[src/design/wakeup_timers_regs.svh]
`ifndef WAKEUP_TIMERS_REGS_SVH
`define WAKEUP_TIMERS_REGS_SVH
// ****************************************************************
// register offsets
// ****************************************************************
`define OFS_OP_CONTROL     8'h02
`define OFS_MRT_COUNT      8'h10
`define OFS_SQUELCH_COUNT  8'h11
`define OFS_NRT_HIGH       8'h12
`define OFS_NRT_LOW        8'h13
`define OFS_TIMER_CONTROL  8'h14
`define OFS_GPT_HIGH       8'h15
`define OFS_GPT_LOW        8'h16
`define OFS_EVENT_STATUS   8'h1A
`define OFS_TIMER_STATUS   8'h1B
`define OFS_WAKEUP_CTRL    8'h32
`define OFS_AMP_CONFIG     8'h33
`define OFS_COMMAND        8'h3F
// ****************************************************************
// field positions
// ****************************************************************
`define BIT_OP_TARGET      0
`define BIT_OP_LP_TARGET   1
`define BIT_OP_WAKEUP      2
`define BIT_TC_MRT_STEP    0
`define BIT_TC_NRT_STEP    1
`define BIT_TC_NRT_UNCOND  2
`define BIT_TC_SQ_DYN      3
`define BIT_TC_GPT_SOF     4
`define BIT_TC_GPT_EOF     5
`define BIT_WU_AMP_EN      3
`define BIT_WU_PHASE_EN    4
`define BIT_CFG_INCLUDE    0
`define BIT_CFG_HOST_REF   3
`define BIT_EV_WAKEUP      0
`define BIT_EV_NRT         1
`define BIT_EV_GPT         2
`define BIT_EV_WUT         3
// ****************************************************************
// reset values
// ****************************************************************
`define RST_OP_CONTROL     8'h00
`define RST_WAKEUP_CTRL    8'h0B
`define RST_TIMER_CONTROL  8'h00
`define RST_COUNT8         8'h00
// ****************************************************************
// timing
// ****************************************************************
`define CLK_PERIOD_PS      8000
`define SQUELCH_DELAY_PS   18880000
`define RC_TICKS_PER_MS    27
`endif

[src/design/wakeup_timers_pkg.sv]
package wakeup_timers_pkg;
  // ****************************************************************
  // command codes and states
  // ****************************************************************
  typedef enum logic [7:0] {
    CMD_SET_DEFAULT = 8'hC1,
    CMD_STOP_ALL    = 8'hC2,
    CMD_START_MRT   = 8'hE0,
    CMD_START_NRT   = 8'hE1,
    CMD_STOP_NRT    = 8'hE2,
    CMD_START_GPT   = 8'hE3,
    CMD_START_WUT   = 8'hE4
  } cmd_type;

  typedef enum logic [1:0] {
    WK_IDLE = 2'b00,
    WK_WAIT = 2'b01,
    WK_MEAS = 2'b10
  } wk_state_type;

  // one down-counting timer and prescaler (carrier ticks; RC ticks for the WUT, and for the MRT with MRT step set in low-power target before crystal stable)
  typedef struct packed {
    logic        run;
    logic [15:0] cnt;
    logic [11:0] pre;
  } timer_type;

  // register bus request
  typedef struct packed {
    logic [7:0] addr;
    logic [7:0] wdata;
    logic       wr;
    logic       rd;
  } bus_req_type;

  // link-side events from framing and analog front end
  typedef struct packed {
    logic fc_tick;
    logic rc_tick;
    logic tx_end;
    logic reply_start;
    logic rx_busy;
    logic rx_sof;
    logic rx_eof;
    logic field_on;
    logic osc_ok;
    logic rx_request;
  } link_ev_type;

  // wake-up measurement method group
  typedef struct packed {
    logic [7:0] cfg;
    logic [7:0] host_ref;
    logic [9:0] avg_ref;
    logic [7:0] last;
    logic       init;
  } method_type;

  typedef struct packed {
    logic [7:0]   op_control;
    logic [7:0]   mrt_count;
    logic [7:0]   squelch_count;
    logic [15:0]  nrt_count;
    logic [7:0]   timer_control;
    logic [15:0]  gpt_count;
    logic [7:0]   wakeup_ctrl;
    logic [3:0]   events;
    logic [7:0]   rdata;
    timer_type    mrt;
    logic [7:0]   mrt_elapsed;
    logic         mrt_squelch;
    timer_type    nrt;
    timer_type    gpt;
    timer_type    wut;
    logic         rx_block;
    logic [11:0]  sq_delay;
    logic         sq_active;
    wk_state_type wk;
    logic         wk_phase;
    logic         meas_req;
    method_type [1:0] method;
  } state_type;
endpackage

[src/design/wakeup_timers.sv]
// Local design decision: the plain strobed port.
`timescale 1ns/1ps
`include "wakeup_timers_regs.svh"
module wakeup_timers
  import wakeup_timers_pkg::*;
#(
  parameter int unsigned METHODS = 2
)(
  input  wire logic                           clk_in,         // 125 MHz clock
  input  wire logic                           rst_b_in,       // async reset, active low
  input  wire wakeup_timers_pkg::bus_req_type bus_in,         // register bus request
  output logic [7:0]                          rdata_out,      // read data, cycle after read
  input  wire wakeup_timers_pkg::link_ev_type link_in,        // front-end events
  input  wire logic [7:0]                     meas_value_in,  // measurement result
  input  wire logic                           meas_done_in,   // measurement result valid
  output logic                                meas_req_out,   // measurement request pulse
  output logic                                meas_phase_out, // method of request
  output logic                                rx_on_out,      // receiver enable
  output logic                                squelch_out,    // squelch active
  output logic                                rc_osc_en_out,  // RC oscillator enable
  output logic [3:0]                          events_out      // sticky event flags
);
  import wakeup_timers_pkg::*;

  localparam int unsigned SQ_CYCLES = (`SQUELCH_DELAY_PS + `CLK_PERIOD_PS - 1) / `CLK_PERIOD_PS;

  // refuse method counts that the register map cannot serve
  if (METHODS != 2)
    $error("wakeup_timers serves exactly two measurement methods");

  state_type s;
  state_type next_s;

  // ****************************************************************
  // helpers
  // ****************************************************************
  // wake interval code to RC ticks
  function automatic logic [15:0] wake_ticks(input logic [2:0] code);
    logic [9:0] ms;
    ms = 10'd10;
    unique case (code)
      3'h0: ms = 10'd10;
      3'h1: ms = 10'd20;
      3'h2: ms = 10'd50;
      3'h3: ms = 10'd100;
      3'h4: ms = 10'd200;
      3'h5: ms = 10'd400;
      3'h6: ms = 10'd600;
      3'h7: ms = 10'd800;
    endcase
    wake_ticks = 16'(ms * `RC_TICKS_PER_MS);
  endfunction

  // end of a prescaler step, mask is step length minus one
  function automatic logic step_end(input timer_type t, input logic tick, input logic [11:0] mask);
    step_end = t.run & tick & ((t.pre & mask) == mask);
  endfunction

  // advance a timer, returns expiry in bit 0 of the flag
  function automatic timer_type advance(input timer_type t, input logic tick, input logic [11:0] mask,
                                        output logic expire);
    timer_type r;
    r = t;
    expire = 1'b0;
    if (t.run && tick)
    begin
      r.pre = t.pre + 12'h001;
      if (step_end(t, tick, mask))
      begin
        if (t.cnt <= 16'h0001)
        begin
          r.run = 1'b0;
          r.cnt = 16'h0000;
          expire = 1'b1;
        end
        else
          r.cnt = t.cnt - 16'h0001;
      end
    end
    advance = r;
  endfunction

  function automatic timer_type load(input logic [15:0] count);
    timer_type r;
    r.run = 1'b1;
    r.cnt = count;
    r.pre = 12'h000;
    load = r;
  endfunction

  // ****************************************************************
  // next state
  // ****************************************************************
  always_comb
  begin
    logic       wr_cmd;
    logic       wake_mode;
    logic       target;
    logic       mrt_exp;
    logic       nrt_exp;
    logic       gpt_exp;
    logic       wut_exp;
    logic       mrt_tick;
    logic [11:0] mrt_mask;
    logic       uncond;
    logic       m;
    logic [9:0] ref10;
    logic [7:0] ref8;
    logic [7:0] diff;
    logic       hit;
    logic signed [11:0] delta;
    logic [3:0] ev_set;
    wr_cmd    = 1'b0;
    wake_mode = 1'b0;
    target    = 1'b0;
    mrt_exp   = 1'b0;
    nrt_exp   = 1'b0;
    gpt_exp   = 1'b0;
    wut_exp   = 1'b0;
    mrt_tick  = 1'b0;
    mrt_mask  = 12'h000;
    uncond    = 1'b0;
    m         = 1'b0;
    ref10     = 10'h000;
    ref8      = 8'h00;
    diff      = 8'h00;
    hit       = 1'b0;
    delta     = 12'sh000;
    ev_set    = 4'h0;
    next_s    = s;
    next_s.meas_req = 1'b0;

    wake_mode = (s.op_control == (8'h01 << `BIT_OP_WAKEUP));
    target    = s.op_control[`BIT_OP_TARGET];
    uncond    = s.timer_control[`BIT_TC_NRT_UNCOND];

    // register read, data valid the cycle after
    next_s.rdata = 8'h00;
    if (bus_in.rd)
    begin
      if (bus_in.addr >= `OFS_AMP_CONFIG && bus_in.addr < `OFS_AMP_CONFIG + 8'h08)
      begin
        m = (bus_in.addr - `OFS_AMP_CONFIG) >= 8'h04;
        unique case (2'((bus_in.addr - `OFS_AMP_CONFIG) & 8'h03))
          2'h0: next_s.rdata = s.method[m].cfg;
          2'h1: next_s.rdata = s.method[m].host_ref;
          2'h2: next_s.rdata = s.method[m].avg_ref[9:2];
          2'h3: next_s.rdata = s.method[m].last;
        endcase
      end
      else
        unique case (bus_in.addr)
          `OFS_OP_CONTROL:    next_s.rdata = s.op_control;
          `OFS_MRT_COUNT:     next_s.rdata = s.mrt_count;
          `OFS_SQUELCH_COUNT: next_s.rdata = s.squelch_count;
          `OFS_NRT_HIGH:      next_s.rdata = s.nrt_count[15:8];
          `OFS_NRT_LOW:       next_s.rdata = s.nrt_count[7:0];
          `OFS_TIMER_CONTROL: next_s.rdata = s.timer_control;
          `OFS_GPT_HIGH:      next_s.rdata = s.gpt_count[15:8];
          `OFS_GPT_LOW:       next_s.rdata = s.gpt_count[7:0];
          `OFS_EVENT_STATUS:  next_s.rdata = {4'h0, s.events};
          `OFS_TIMER_STATUS:  next_s.rdata = {4'h0, s.wut.run, s.gpt.run, s.nrt.run, s.mrt.run};
          `OFS_WAKEUP_CTRL:   next_s.rdata = s.wakeup_ctrl;
          default:            next_s.rdata = 8'h00;
        endcase
    end

    // register writes
    if (bus_in.wr)
    begin
      if (bus_in.addr >= `OFS_AMP_CONFIG && bus_in.addr < `OFS_AMP_CONFIG + 8'h08)
      begin
        m = (bus_in.addr - `OFS_AMP_CONFIG) >= 8'h04;
        if (2'((bus_in.addr - `OFS_AMP_CONFIG) & 8'h03) == 2'h0)
          next_s.method[m].cfg = bus_in.wdata;
        if (2'((bus_in.addr - `OFS_AMP_CONFIG) & 8'h03) == 2'h1)
          next_s.method[m].host_ref = bus_in.wdata;
      end
      else
        unique case (bus_in.addr)
          `OFS_OP_CONTROL:    next_s.op_control = bus_in.wdata;
          `OFS_MRT_COUNT:     next_s.mrt_count = bus_in.wdata;
          `OFS_SQUELCH_COUNT: next_s.squelch_count = bus_in.wdata;
          `OFS_NRT_HIGH:      next_s.nrt_count[15:8] = bus_in.wdata;
          `OFS_NRT_LOW:       next_s.nrt_count[7:0] = bus_in.wdata;
          `OFS_TIMER_CONTROL: next_s.timer_control = bus_in.wdata;
          `OFS_GPT_HIGH:      next_s.gpt_count[15:8] = bus_in.wdata;
          `OFS_GPT_LOW:       next_s.gpt_count[7:0] = bus_in.wdata;
          `OFS_WAKEUP_CTRL:   next_s.wakeup_ctrl = bus_in.wdata;
          `OFS_COMMAND:       wr_cmd = 1'b1;
          default:            ;
        endcase
    end

    // ****************************************************************
    // timers advance
    // ****************************************************************
    // mask timer tick: RC before crystal is stable in low-power target with the MRT step bit set
    if (s.op_control[`BIT_OP_LP_TARGET] && s.timer_control[`BIT_TC_MRT_STEP] && !link_in.osc_ok)
    begin
      mrt_tick = link_in.rc_tick;
      mrt_mask = 12'h000;
    end
    else
    begin
      mrt_tick = link_in.fc_tick;
      mrt_mask = s.timer_control[`BIT_TC_MRT_STEP] ? 12'h1FF : 12'h03F;
    end
    if (step_end(s.mrt, mrt_tick, mrt_mask) && s.mrt_elapsed != 8'hFF)
      next_s.mrt_elapsed = s.mrt_elapsed + 8'h01;
    next_s.mrt = advance(s.mrt, mrt_tick, mrt_mask, mrt_exp);
    next_s.nrt = advance(s.nrt, link_in.fc_tick,
                         s.timer_control[`BIT_TC_NRT_STEP] ? 12'hFFF : 12'h03F, nrt_exp);
    next_s.gpt = advance(s.gpt, link_in.fc_tick, 12'h03F, gpt_exp);
    next_s.wut = advance(s.wut, link_in.rc_tick, 12'h000, wut_exp);

    // no-response expiry handling
    if (nrt_exp)
    begin
      ev_set[`BIT_EV_NRT] = 1'b1;
      if (!uncond || !link_in.rx_busy)
        next_s.rx_block = 1'b1;
    end
    if (link_in.reply_start && !uncond && s.nrt.run)
      next_s.nrt.run = 1'b0;
    if (gpt_exp)
      ev_set[`BIT_EV_GPT] = 1'b1;
    if (wut_exp && !wake_mode)
      ev_set[`BIT_EV_WUT] = 1'b1;

    // ****************************************************************
    // automatic starts
    // ****************************************************************
    if (link_in.tx_end && !target)
    begin
      next_s.mrt = load({8'h00, s.mrt_count});
      next_s.mrt_elapsed = 8'h00;
      next_s.mrt_squelch = s.timer_control[`BIT_TC_SQ_DYN];
      next_s.nrt = load(s.nrt_count);
      next_s.rx_block = 1'b0;
      next_s.sq_delay = 12'(SQ_CYCLES);
      next_s.sq_active = 1'b0;
    end
    if (link_in.field_on && target)
    begin
      next_s.mrt = load({8'h00, s.mrt_count});
      next_s.mrt_elapsed = 8'h00;
      next_s.mrt_squelch = 1'b0;
      next_s.rx_block = 1'b0;
    end
    if ((link_in.rx_sof && s.timer_control[`BIT_TC_GPT_SOF]) ||
        (link_in.rx_eof && s.timer_control[`BIT_TC_GPT_EOF]))
      next_s.gpt = load(s.gpt_count);

    // dynamic squelch window
    if (s.sq_delay != 12'h000)
    begin
      next_s.sq_delay = s.sq_delay - 12'h001;
      if (s.sq_delay == 12'h001 && s.mrt_squelch)
        next_s.sq_active = 1'b1;
    end
    if (s.sq_active && (s.mrt_elapsed >= s.squelch_count || !s.mrt.run))
      next_s.sq_active = 1'b0;

    // ****************************************************************
    // direct commands
    // ****************************************************************
    if (wr_cmd)
      unique case (bus_in.wdata)
        CMD_START_MRT:
        begin
          next_s.mrt = load({8'h00, s.mrt_count});
          next_s.mrt_elapsed = 8'h00;
          next_s.mrt_squelch = (s.squelch_count != 8'h00);
          next_s.sq_active = (s.squelch_count != 8'h00);
        end
        CMD_START_NRT: next_s.nrt = load(s.nrt_count);
        CMD_STOP_NRT:  next_s.nrt.run = 1'b0;
        CMD_START_GPT: next_s.gpt = load(s.gpt_count);
        CMD_START_WUT:
          if (!wake_mode)
            next_s.wut = load(wake_ticks(s.wakeup_ctrl[2:0]));
        CMD_STOP_ALL, CMD_SET_DEFAULT:
        begin
          next_s.mrt.run = 1'b0;
          next_s.gpt.run = 1'b0;
          next_s.wut.run = 1'b0;
          next_s.sq_active = 1'b0;
          next_s.sq_delay = 12'h000;
          if (!uncond)
            next_s.nrt.run = 1'b0;
          if (bus_in.wdata == CMD_SET_DEFAULT)
          begin
            next_s.method[0].init = 1'b0;
            next_s.method[1].init = 1'b0;
          end
        end
        default: ;
      endcase

    // ****************************************************************
    // wake-up sequencing and measurement evaluation
    // ****************************************************************
    unique case (s.wk)
      WK_IDLE:
        if (wake_mode)
        begin
          next_s.wut = load(wake_ticks(s.wakeup_ctrl[2:0]));
          next_s.wk = WK_WAIT;
        end
      WK_WAIT:
        if (!wake_mode)
        begin
          next_s.wk = WK_IDLE;
          next_s.wut.run = 1'b0; // leftover interval must not raise the command flag
        end
        else if (wut_exp)
        begin
          if (s.wakeup_ctrl[`BIT_WU_AMP_EN] || s.wakeup_ctrl[`BIT_WU_PHASE_EN])
          begin
            next_s.wk_phase = !s.wakeup_ctrl[`BIT_WU_AMP_EN];
            next_s.meas_req = 1'b1;
            next_s.wk = WK_MEAS;
          end
          else
            next_s.wut = load(wake_ticks(s.wakeup_ctrl[2:0]));
        end
      WK_MEAS:
        if (!wake_mode)
          next_s.wk = WK_IDLE;
        else if (meas_done_in)
        begin
          m = s.wk_phase;
          next_s.method[m].last = meas_value_in;
          ref10 = s.method[m].init ? s.method[m].avg_ref : {meas_value_in, 2'b00};
          ref8 = s.method[m].cfg[`BIT_CFG_HOST_REF] ? s.method[m].host_ref : ref10[9:2];
          diff = (meas_value_in > ref8) ? meas_value_in - ref8 : ref8 - meas_value_in;
          hit = diff > {4'h0, s.method[m].cfg[7:4]};
          if (hit)
            ev_set[`BIT_EV_WAKEUP] = 1'b1;
          delta = $signed({2'b00, ref10}) - $signed({2'b00, meas_value_in, 2'b00});
          if (!s.method[m].init)
            next_s.method[m].avg_ref = ref10;
          else if (!hit || s.method[m].cfg[`BIT_CFG_INCLUDE])
            next_s.method[m].avg_ref = 10'(ref10 - 10'(delta >>> s.method[m].cfg[2:1]));
          next_s.method[m].init = 1'b1;
          if (!s.wk_phase && s.wakeup_ctrl[`BIT_WU_PHASE_EN])
          begin
            next_s.wk_phase = 1'b1;
            next_s.meas_req = 1'b1;
          end
          else
          begin
            next_s.wut = load(wake_ticks(s.wakeup_ctrl[2:0]));
            next_s.wk = WK_WAIT;
          end
        end
      default: next_s.wk = WK_IDLE;
    endcase

    // sticky events: read of status clears, a new event wins
    if (bus_in.rd && bus_in.addr == `OFS_EVENT_STATUS)
      next_s.events = ev_set;
    else
      next_s.events = s.events | ev_set;
  end

  // ****************************************************************
  // state register
  // ****************************************************************
  always_ff @(posedge clk_in or negedge rst_b_in)
  begin
    if (!rst_b_in)
    begin
      s               <= '0;
      s.op_control    <= `RST_OP_CONTROL;
      s.mrt_count     <= `RST_COUNT8;
      s.squelch_count <= `RST_COUNT8;
      s.timer_control <= `RST_TIMER_CONTROL;
      s.wakeup_ctrl   <= `RST_WAKEUP_CTRL;
      s.wk            <= WK_IDLE;
    end
    else
      s <= next_s;
  end

  // ****************************************************************
  // outputs
  // ****************************************************************
  assign rdata_out      = s.rdata;
  assign meas_req_out   = s.meas_req;
  assign meas_phase_out = s.wk_phase;
  assign rx_on_out      = link_in.rx_request & !s.mrt.run & !s.rx_block;
  assign squelch_out    = s.sq_active;
  assign rc_osc_en_out  = s.wut.run | (s.wk != WK_IDLE);
  assign events_out     = s.events;
endmodule

[config.mk]
export PLATFORM = sky130hd
export DESIGN_NAME = wakeup_timers
export DESIGN_NICKNAME = d
export VERILOG_FILES = /design/src/design/wakeup_timers_pkg.sv /design/src/design/wakeup_timers.sv
export VERILOG_INCLUDE_DIRS = /design/src /design/src/design
export SDC_FILE = /design/constraint.sdc
export NUM_CORES = 1
export LEC_CHECK = 0
export ABC_CLOCK_PERIOD_IN_PS = 11100
export BUFFER_PORTS_ARGS = -buffer_cell sky130_fd_sc_hd__buf_2
export CAP_MARGIN = 25
export CORE_MARGIN = 2
export CORE_UTILIZATION = 25
export DETAILED_ROUTE_END_ITERATION = 10
export PLACE_DENSITY = 0.41
export SLEW_MARGIN = 20
export SYNTH_ARGS = -nofsm -noshare
export SYNTH_HDL_FRONTEND = slang
export SYNTH_SLANG_ARGS = --single-unit
[constraint.sdc]
create_clock -name clk_in -period 11.1 [get_ports clk_in]
set_input_delay 0 -clock clk_in [delete_from_list [all_inputs] [get_ports clk_in]]
set_output_delay 0 -clock clk_in [all_outputs]
set_load 0.02 [all_outputs]
# Yosys cells after proc, flatten, opt, wreduce, memory -nomap -nowiden
# Memory sizes are Yosys's and may differ from the RTL's.
# Cells that the tools add are included.
[classes] n_reduce_logical=57 n_lt_le_gt_ge=14 n_addsub=15 n_eq_ne=41 n_bitwise=14 shifts=1 multipliers=4 muxes=145
[op_table] op="$mux W70" n=12
[op_table] op="$bwmux W70" n=6
[op_table] op="$mux W29" n=12
[op_table] op="$demux W35 S1" n=5
[op_table] op="$mux W35" n=5
[op_table] op="$mux W10" n=14
[op_table] op="$mux W125" n=1
[op_table] op="$mux W28" n=4
[op_table] op="$pmux W8 S11" n=1
[op_table] op="$pmux W29 S3" n=1
[op_table] op="$mux W74" n=1
[op_table] op="$eq A8 B5 Y1 const B" n=9
[op_table] op="$mux W72" n=1
[op_table] op="$mux W17" n=4
[op_table] op="$mux W67" n=1
[op_table] op="$le A16 B1 Y1 const B" n=4
[op_table] op="$mux W16" n=4
[op_table] op="$sub A16 B1 Y16 const B" n=4
[op_table] op="$mul A10 B5 Y15 const B" n=4
[op_table] op="$eq A8 B8 Y1 const B" n=7
[op_table] op="$add A12 B1 Y12 const B" n=4
[op_table] op="$mux W8" n=5
[op_table] op="$mux W1" n=39
[op_table] op="$mux W38" n=1
[op_table] op="58 further kinds" n=142
[totals] out_inout_bits=17 rom_bits=288 inputBits=39 wordCells=336 ff_bits=297 n_memories=4
[memory_table] name="(no name shown)" words=8 word_bits=9 rd=1 rd_ports_with_merged_regs=0 wr=0 line="wakeup_timers.sv:41" source="unique case (code)"
[memory_table] name="(no name shown)" words=8 word_bits=9 rd=1 rd_ports_with_merged_regs=0 wr=0 line="wakeup_timers.sv:41"
[memory_table] name="(no name shown)" words=8 word_bits=9 rd=1 rd_ports_with_merged_regs=0 wr=0 line="wakeup_timers.sv:41"
[memory_table] name="(no name shown)" words=8 word_bits=9 rd=1 rd_ports_with_merged_regs=0 wr=0 line="wakeup_timers.sv:41"

# Longest topological paths before layout
# Gate-level depths: netlist of the first run.
[depth] ltp_word=28 ltp_mapped=25 mapped_depth_nobuf=24

# Worst setup path after synthesis of the first run
# Ideal clock, no wire load.
[synth_timing] kind="register to register" from="register s (netlist bit meas_phase_out)" to="register s[53] (netlist name)" t_required_ns=10.973 stages_incl_launch_ff=25 setup_slack_ns=5.563 arrival_time_ns=5.409 cell_sequence="dfrtp_1 -> clkbuf_1 -> buf_1 -> clkbuf_1 -> mux2i_1 -> nor2_1 -> a21oi_1 -> a21o_1 -> inv_1 -> ha_1 -> buf_6 -> a211oi_4 -> o21ai_2 -> o22ai_2 -> mux2_2 -> ha_1 -> nor2b_1 -> o211ai_1 -> a21oi_1 -> nor2b_1 -> mux2i_1 -> nor4_4 -> o311a_2 -> buf_6 -> mux2_1"
[synth_between] elab_chain_len=18 elab_cells_between_ends=33 cone_classes="add/sub: 4; order compare: 4; shift: 1; mux: 21; reduce/logical: 3"
[synth_rtl] item="start, declared" line="wakeup_timers.sv:31" source="state_type s;"
[synth_rtl] item="start signal, assigned" line="wakeup_timers.sv:384" source="s <= next_s;"
[synth_rtl] item="branches (longest 14 deep; another with $sub A10 B10 Y11)"
[synth_rtl] item="$bwmux W70 (*)" line="wakeup_timers.sv:346" source="next_s.method[m].init = 1'b1;"
[synth_rtl] item="$mux W74 (*)" line="wakeup_timers.sv:331" source="else if (meas_done_in)"
[synth_rtl] item="$mux W72 (*)" line="wakeup_timers.sv:329" source="if (!wake_mode)"
[synth_rtl] item="$mux W70 (*)" line="wakeup_timers.sv:304" source="unique case (s.wk)"
# Mark *: on every way between the ends. The select of a mux whose other input is x is not followed.
# A chain may end at the register's enable or synchronous reset.

# Final worst setup path of the first run
[layout_timing] from="register s (netlist bit meas_phase_out)" to="register s[11] (netlist name)"
# The elaborated chain is that of the path after synthesis.

==> results of run 1 <==
[critical path: stages, from the launching register on]
cell and delay (ps):
dfrtp_2 350, buf_4 560, mux2i_2 770, a211oi_1 110, a21o_1 210, inv_1 60, ha_1 160, inv_1 60
fa_1 420, nand3_1 140, a21oi_1 130, o22ai_2 310, mux2_2 390, ha_1 280, nor2b_1 140, o211ai_1 90
a21oi_1 170, nor2_1 60, mux2i_1 230, nor4_4 140, o31ai_2 580, buf_4 280, mux2_2 350
[final cells by class]
class | instances | area (um2)
Fill cell | 7222 | 48700
Multi-Input combinational cell | 1403 | 9880
Sequential cell | 276 | 6910
Tap cell | 931 | 1160
Clock buffer | 50 | 1000
Timing Repair Buffer | 100 | 718
Inverter | 81 | 304
Clock inverter | 12 | 175
Antenna cell | 2 | 5.00
[routing by layer]
metal  routed length (um)  vias up  global-route usage [%]
met5                   30        -                       0
met1                27000     7010                    22.3
met2                25400      295                    24.9
met3                 2360       91                    2.30
li1                     -     6722                       -
met4                 1410        4                    4.51
[cells in the mapped netlist (31+ instances only)]
cell type / number / area (um2)
ha_1: 94 / 1180
nor2_1: 172 / 646
dfrtp_1: 273 / 6830
mux2_2: 119 / 1340
a21oi_1: 79 / 395
nand2_1: 198 / 743
mux2i_1: 41 / 410
inv_1: 81 / 304
clkbuf_1: 55 / 206
xnor2_1: 62 / 543
nor3_1: 56 / 280
xor2_1: 46 / 403
nand3_1: 37 / 185
nor4_1: 31 / 194
o21ai_0: 99 / 495
[sequential cells by signal (all words and copies together) (netlist names)]
name	cells
meas_phase_out	1
squelch_out	1
meas_req_out	1
events_out	4
s	261
rdata_out	8
[kinds of logic after synthesis]
| family | synth area share [%] |
|---|---|
| AOI/OAI and AO/OA | 14.6 |
| DFF | 39.6 |
| adders and majority gates | 7.88 |
| xor gates and xnor gates | 5.54 |
| and+or+nand+nor | 17.4 |
| muxes | 11.0 |
| buffers and inverters | 4.05 |
[power by group through the flow]
stage               Clock [mW]  Sequential, mW  Combinational (mW)
global route              1.28            1.19               0.974
finish                    1.20            1.18               0.860
global placement             0            1.19               0.848
CTS                       1.24            1.18               0.868
floorplan                    0            1.16               0.643
detailed placement           0            1.19               0.856
[worst paths after layout]
path	endpoint	depth (start not counted)	slack (ps)	from
min in group asynchronous	s[208]	3	440	rst_b_in
hold reg to reg	s[9]	2	480	s[9]
max in group asynchronous	meas_phase_out	4	9440	rst_b_in
hold / removal	s[289]	3	-20	bus_in[14]
setup / recovery	s[11]	22	4940	meas_phase_out
setup reg to reg	s[11]	22	4940	meas_phase_out
[per-stage QoR]
stage / hold slack [ps] / power, mW / utilization, % / cells
6_report: -23.3 / 3.24 / 29.3 / 2855
5_1_grt: 5.32 / 3.44 / 29.3 / 2853
4_1_cts: 2.50 / 3.28 / 29.2 / 2849
3_5_place_dp: 179 / 2.05 / 27.1 / 2761
3_3_place_gp: 186 / 2.04 / 27.1 / 2759
2_1_floorplan: -296 / 1.80 / - / 1846
[what timing repair did]
| item | in CTS | in global routing |
|---|---|---|
| hold buffers | 26 | 1 |
| hold endpoints to repair | 180 | 25 |
| setup endpoints to repair | 0 | 0 |
==> impl_metrics.yaml, run 1 <==
flow_run:
  max_cap_viol_count: 0
sta:
  report.final.slew_viol_count: 0
  setup_ws_ps: 4940
  max_freq_mhz: 162
  clock_skew_ps: 13.8
  hold_violations: 3
  worstMarginPinSlew_ps: 938
  setup_viol: 0
  rsz0062_at_grt: "no"
  fin_crit_sh_pct: 55.5
  hold_slack_ps: -23.3
  finalCriticalPeriod_ps: 6160
  maxSlewHeadroom_pct: 37.5
  setup_tns_ps: 0
routing:
  num_vias: 14100
  final_antenna_net_count: 0
  routedWlPerCell_um: 19.7
  drtIter0Drc: 904
  vias_per_cell: 4.95
  drt_drc_violations_left: 0
  wirelength_um: 56200
  firstDrtPassIters: 5
worst_setup_path:
  critPathCaptureType: "flop"
  path_class: "flop to flop"
  crit_required_ps: 11520
  crit_fanout: 54
  arrival_ps: 6580
  cp-start-kind: "flop"
clock_tree:
  cts.sinks: 276
  cts_root_buffer: "clkbuf_16"
  path_clk_slew_ps: 60
  cts_tree: "built"
  cts_buffer_depth: 3
  cts_resized: 0
  cts.htree.levels: 2
  cts_inserted_buffers: 36
  clk_latency_ps: 560
  cts_setup_buffers: 0
layout:
  finish.instance_area_mm2: 0.0202
  final_common_cell: "dfrtp_1"
  drive_above_1_share_pct: 15.0
  nNetsFinal: 2041
  final_cell_mix: "272 x dfrtp_1, 198 x nand2_1, 172 x nor2_1"
  area_growth_pct: 15.4
global_route:
  first_global_vias: 14300
  grt_pass1_wl_um: 87100
  antenna_found_initial: 7
  grt_max_degree: 157
  gr-total-overflow: 0
  grt_usage_pct: 15.8
power_and_ir_drop:
  p_clk_share_pct: 37.1
  vdd.ir_drop.worst_uv: 75.7
  pwr-share-seq_pct: 36.3
  internal-power_mw: 2.16
  switching_share_pct: 33.2
  combPwrFrac_pct: 26.6
  p_switching_mw: 1.07
  cellPowerDensity_mw_per_mm2: 161
  p_leak_nw: 9.08
yosys:
  ys_types: 83
  synth_ff_type: "dfrtp_1"
  ys_ff_latch: 276
  avgSynthCellArea_um2: 9.46
  synth_area_mm2: 0.0175
  synth_edf_count: 0
  synthCells: 1846
  async_flop_share_pct: 100
  yosysWarnings: 0
  seq_area_frac_synth_pct: 39.6
  syn-num-nets: 1989
run_status:
  failed_checks: "hold timing"
  outcome: "finished with violations"
placed_design:
  numPortBuffers: 55
  dpl_cell_area_mm2: 0.0187
  place.gp.congestion: 0.832
  hpwlAfterDp_um: 41000
  preCtsSetupSlack_ps: 4670
die:
  dieArea_mm2: 0.0720
  core_area_mm2: 0.0688
  ios: 56
  die_h_um: 268
  start_util_pct: 25.4
  row_count: 96
  die_w_um: 268
worst_hold_path:
  min_path_type: "input port to flop"
(Power assumes the default switching activity.)
==> run 2, diff against run 1 <==
--- a/config.mk
+++ b/config.mk
@@ -6,13 +6,14 @@
 export SDC_FILE = /design/constraint.sdc
 export NUM_CORES = 1
 export LEC_CHECK = 0
-export ABC_CLOCK_PERIOD_IN_PS = 11100
+export ABC_AREA = 1
+export ABC_CLOCK_PERIOD_IN_PS = 5000
 export BUFFER_PORTS_ARGS = -buffer_cell sky130_fd_sc_hd__buf_2
 export CAP_MARGIN = 25
 export CORE_MARGIN = 2
 export CORE_UTILIZATION = 25
 export DETAILED_ROUTE_END_ITERATION = 10
-export PLACE_DENSITY = 0.41
+export PLACE_DENSITY = 0.42
 export SLEW_MARGIN = 20
 export SYNTH_ARGS = -nofsm -noshare
 export SYNTH_HDL_FRONTEND = slang
==> constraint.sdc (replaced) <==
create_clock -name clk_in -period 5 [get_ports clk_in]
set_input_delay 0 -clock clk_in [delete_from_list [all_inputs] [get_ports clk_in]]
set_output_delay 0 -clock clk_in [all_outputs]
set_load 0.02 [all_outputs]
==> impl_metrics.yaml, run 2 <==
run_status:
  outcome: "finished with violations"
  failed_checks: "DRC"
power_and_ir_drop:
  p_clk_share_pct: 31.5
  p_leak_nw: 10.1
  internal-power_mw: 5.40
  cellPowerDensity_mw_per_mm2: 420
  p_switching_mw: 3.60
  switching_share_pct: 40.0
  vdd.ir_drop.worst_uv: 211
  combPwrFrac_pct: 39.3
  pwr-share-seq_pct: 29.2
routing:
  final_antenna_net_count: 0
  drt_drc_violations_left: 4
  drtIter0Drc: 1214
  vias_per_cell: 4.82
  firstDrtPassIters: 8
  routedWlPerCell_um: 17.6
  wirelength_um: 63300
  num_vias: 17300
sta:
  hold_violations: 0
  maxSlewHeadroom_pct: 43.6
  rsz0062_at_grt: "no"
  finalCriticalPeriod_ps: 4520
  fin_crit_sh_pct: 90.3
  report.final.slew_viol_count: 0
  clock_skew_ps: 20.8
  setup_tns_ps: 0
  worstMarginPinSlew_ps: 847
  setup_viol: 0
  max_freq_mhz: 221
placed_design:
  place.gp.congestion: 0.893
  numPortBuffers: 55
  hpwlAfterDp_um: 48500
  post-place-cells: 3499
global_route:
  gr-total-overflow: 0
  first_global_vias: 16900
  grt_usage_pct: 16.8
  grt_util_met3_pct: 2.70
  antenna_found_initial: 8
  grt.met1_usage_pct: 23.3
  grt_pass1_wl_um: 99000
  met2_usage_pct: 27.0
  grt_max_degree: 126
  grt-busiest-layer: "met2"
worst_setup_path:
  critPathCaptureType: "flop"
  path_class: "flop to flop"
  cp-start-kind: "flop"
  crit_fanout: 23
  crit_required_ps: 5480
  arrival_ps: 5000
die:
  start_util_pct: 25.3
  die_h_um: 276
  ios: 56
  row_count: 99
  core_area_mm2: 0.0731
  dieArea_mm2: 0.0761
  die_w_um: 276
yosys:
  avgSynthCellArea_um2: 7.29
  yosysTopAreaCell: "dfrtp_1"
  seq_area_frac_synth_pct: 37.4
  synth.most_common_cell: "nand2_1"
  synth_compound_area_share_pct: 17.3
  synth_area_mm2: 0.0185
  muxShareOfSynthArea_pct: 0.325
  synth_top_cells_by_count: "579 x nand2_1, 349 x inv_1, 275 x o21ai_0"
  synthSimpleGateAreaFrac_pct: 24.9
  ys_ff_latch: 276
  synth_ff_type: "dfrtp_1"
  synthCells: 2534
  synth_top_area_share_pct: 37.0
  syn-num-nets: 2677
  synth_top_family_by_area: "simple AND/OR/NAND/NOR gates"
  ys_top_cells_by_area: "dfrtp_1 37%, nand2_1 12%, o21ai_0 7.5%, inv_1 7.1%, ha_1 6.4%"
  synth-adder-area-share_pct: 7.45
  async_flop_share_pct: 100
  yosysWarnings: 0
  ys_types: 66
  synth_edf_count: 0
  synthXorXnorAreaFrac_pct: 3.13
flow_run:
  max_cap_viol_count: 0
layout:
  final_common_cell: "nand2_1"
  drive_above_1_share_pct: 8.17
  final_cell_mix: "578 x nand2_1, 348 x inv_1, 273 x dfrtp_1"
  nNetsFinal: 2747
  area_growth_pct: 15.9
  largest_register: "s"
  largest_reg_flops: 261
  final_cell_count_no_fill: 3591
clock_tree:
  cts_buffer_depth: 3
  path_clk_slew_ps: 50
  cts.sinks: 276
  cts.htree.levels: 2
  cts_root_buffer: "clkbuf_16"
  clk_latency_ps: 570
  cts_inserted_buffers: 37
  cts_tree: "built"
worst_hold_path:
  min_path_type: "input port to flop"
[run 2: area by class of cell]
cell class / instances / area [um2]
inverters: 368 / 1380
repair buffers: 107 / 773
clock buffers: 56 / 1090
fillers: 7987 / 51700
well taps: 959 / 1200
diodes: 1 / 2.50
flip-flops and latches: 276 / 6910
clock inverters: 10 / 201
multi-input cells: 1814 / 9860
[run 2: final timing paths]
path	to	cells after the start	startpoint	slack, ps
setup / recovery	s[50]	26	meas_phase_out	480
hold / removal	s[147]	4	link_in[9]	20
setup reg to reg	s[50]	26	meas_phase_out	480
hold reg to reg	s[242]	2	s[242]	480
max in group asynchronous	s[108]	3	rst_b_in	3610
min in group asynchronous	s[148]	2	rst_b_in	90
[run 2: timing repair]
| item | 4_1_cts | 5_1_grt |
|---|---|---|
| gates resized for setup | 0 | 23 |
| buffers inserted | 0 | 1 |
| hold buffers | 24 | 0 |
| endpoints found under the hold margin | 136 | 0 |
| endpoints found under the setup margin | 0 | 21 |
[run 2: power by group through the flow]
stage | Combinational (mW) | Sequential [mW] | Clock (mW)
final | 3.53 | 2.63 | 2.84
after global routing | 4.04 | 2.65 | 3.01
after CTS | 3.48 | 2.62 | 2.92
after detailed placement | 3.44 | 2.66 | 0
after global placement | 3.44 | 2.66 | 0
after floorplan | 2.51 | 2.60 | 0
[run 2: cells by family (layout without fill, tap and decap cells)]
logic type	count (synthesis)	count (layout)
buffers and inverters	444	541
adder cells (fa/ha/maj)	104	104
flip-flops	276	276
multiplexers	6	6
AND/OR/NAND/NOR	1066	1066
AO/OA/AOI/OAI	572	572
XOR/XNOR	66	66
other	0	1
[run 2: through the flow]
stage	area (um2)	hold slack (ps)	util, %	setup slack [ps]	total power, mW
floorplan	18500	-296	-	597	5.11
global placement	19800	120	27.1	141	6.09
detailed placement	19800	124	27.1	68.9	6.10
CTS	21400	10.6	29.2	36.6	9.03
global route	21400	43.8	29.3	30.6	9.71
finish	21400	18.4	29.3	484	8.99
[run 2: worst max-delay path, cell delays in order (launching register included)]
cell and delay, ps:
dfrtp_1 430, nor2_2 150, inv_1 100, nand2_2 120, inv_2 100, buf_12 170
o211ai_1 80, o21ai_0 140, buf_4 190, ha_1 330, a21oi_1 180, nand2_1 120
xor2_1 170, mux2i_1 230, o21ai_0 130, ha_1 370, a21oi_1 160, nand2_1 130
nand2_1 90, nand2_1 50, a21oi_1 180, o21ai_0 110, a21oi_1 350, nand3_1 140
nand2_1 80, nor2_1 40, nor2_1 100
[run 2: per-layer routing]
metal / vias up / routed length, um
met4: 8 / 1640
met5: - / 44
met2: 361 / 28700
met3: 102 / 3020
met1: 8319 / 29900
li1: 8521 / -
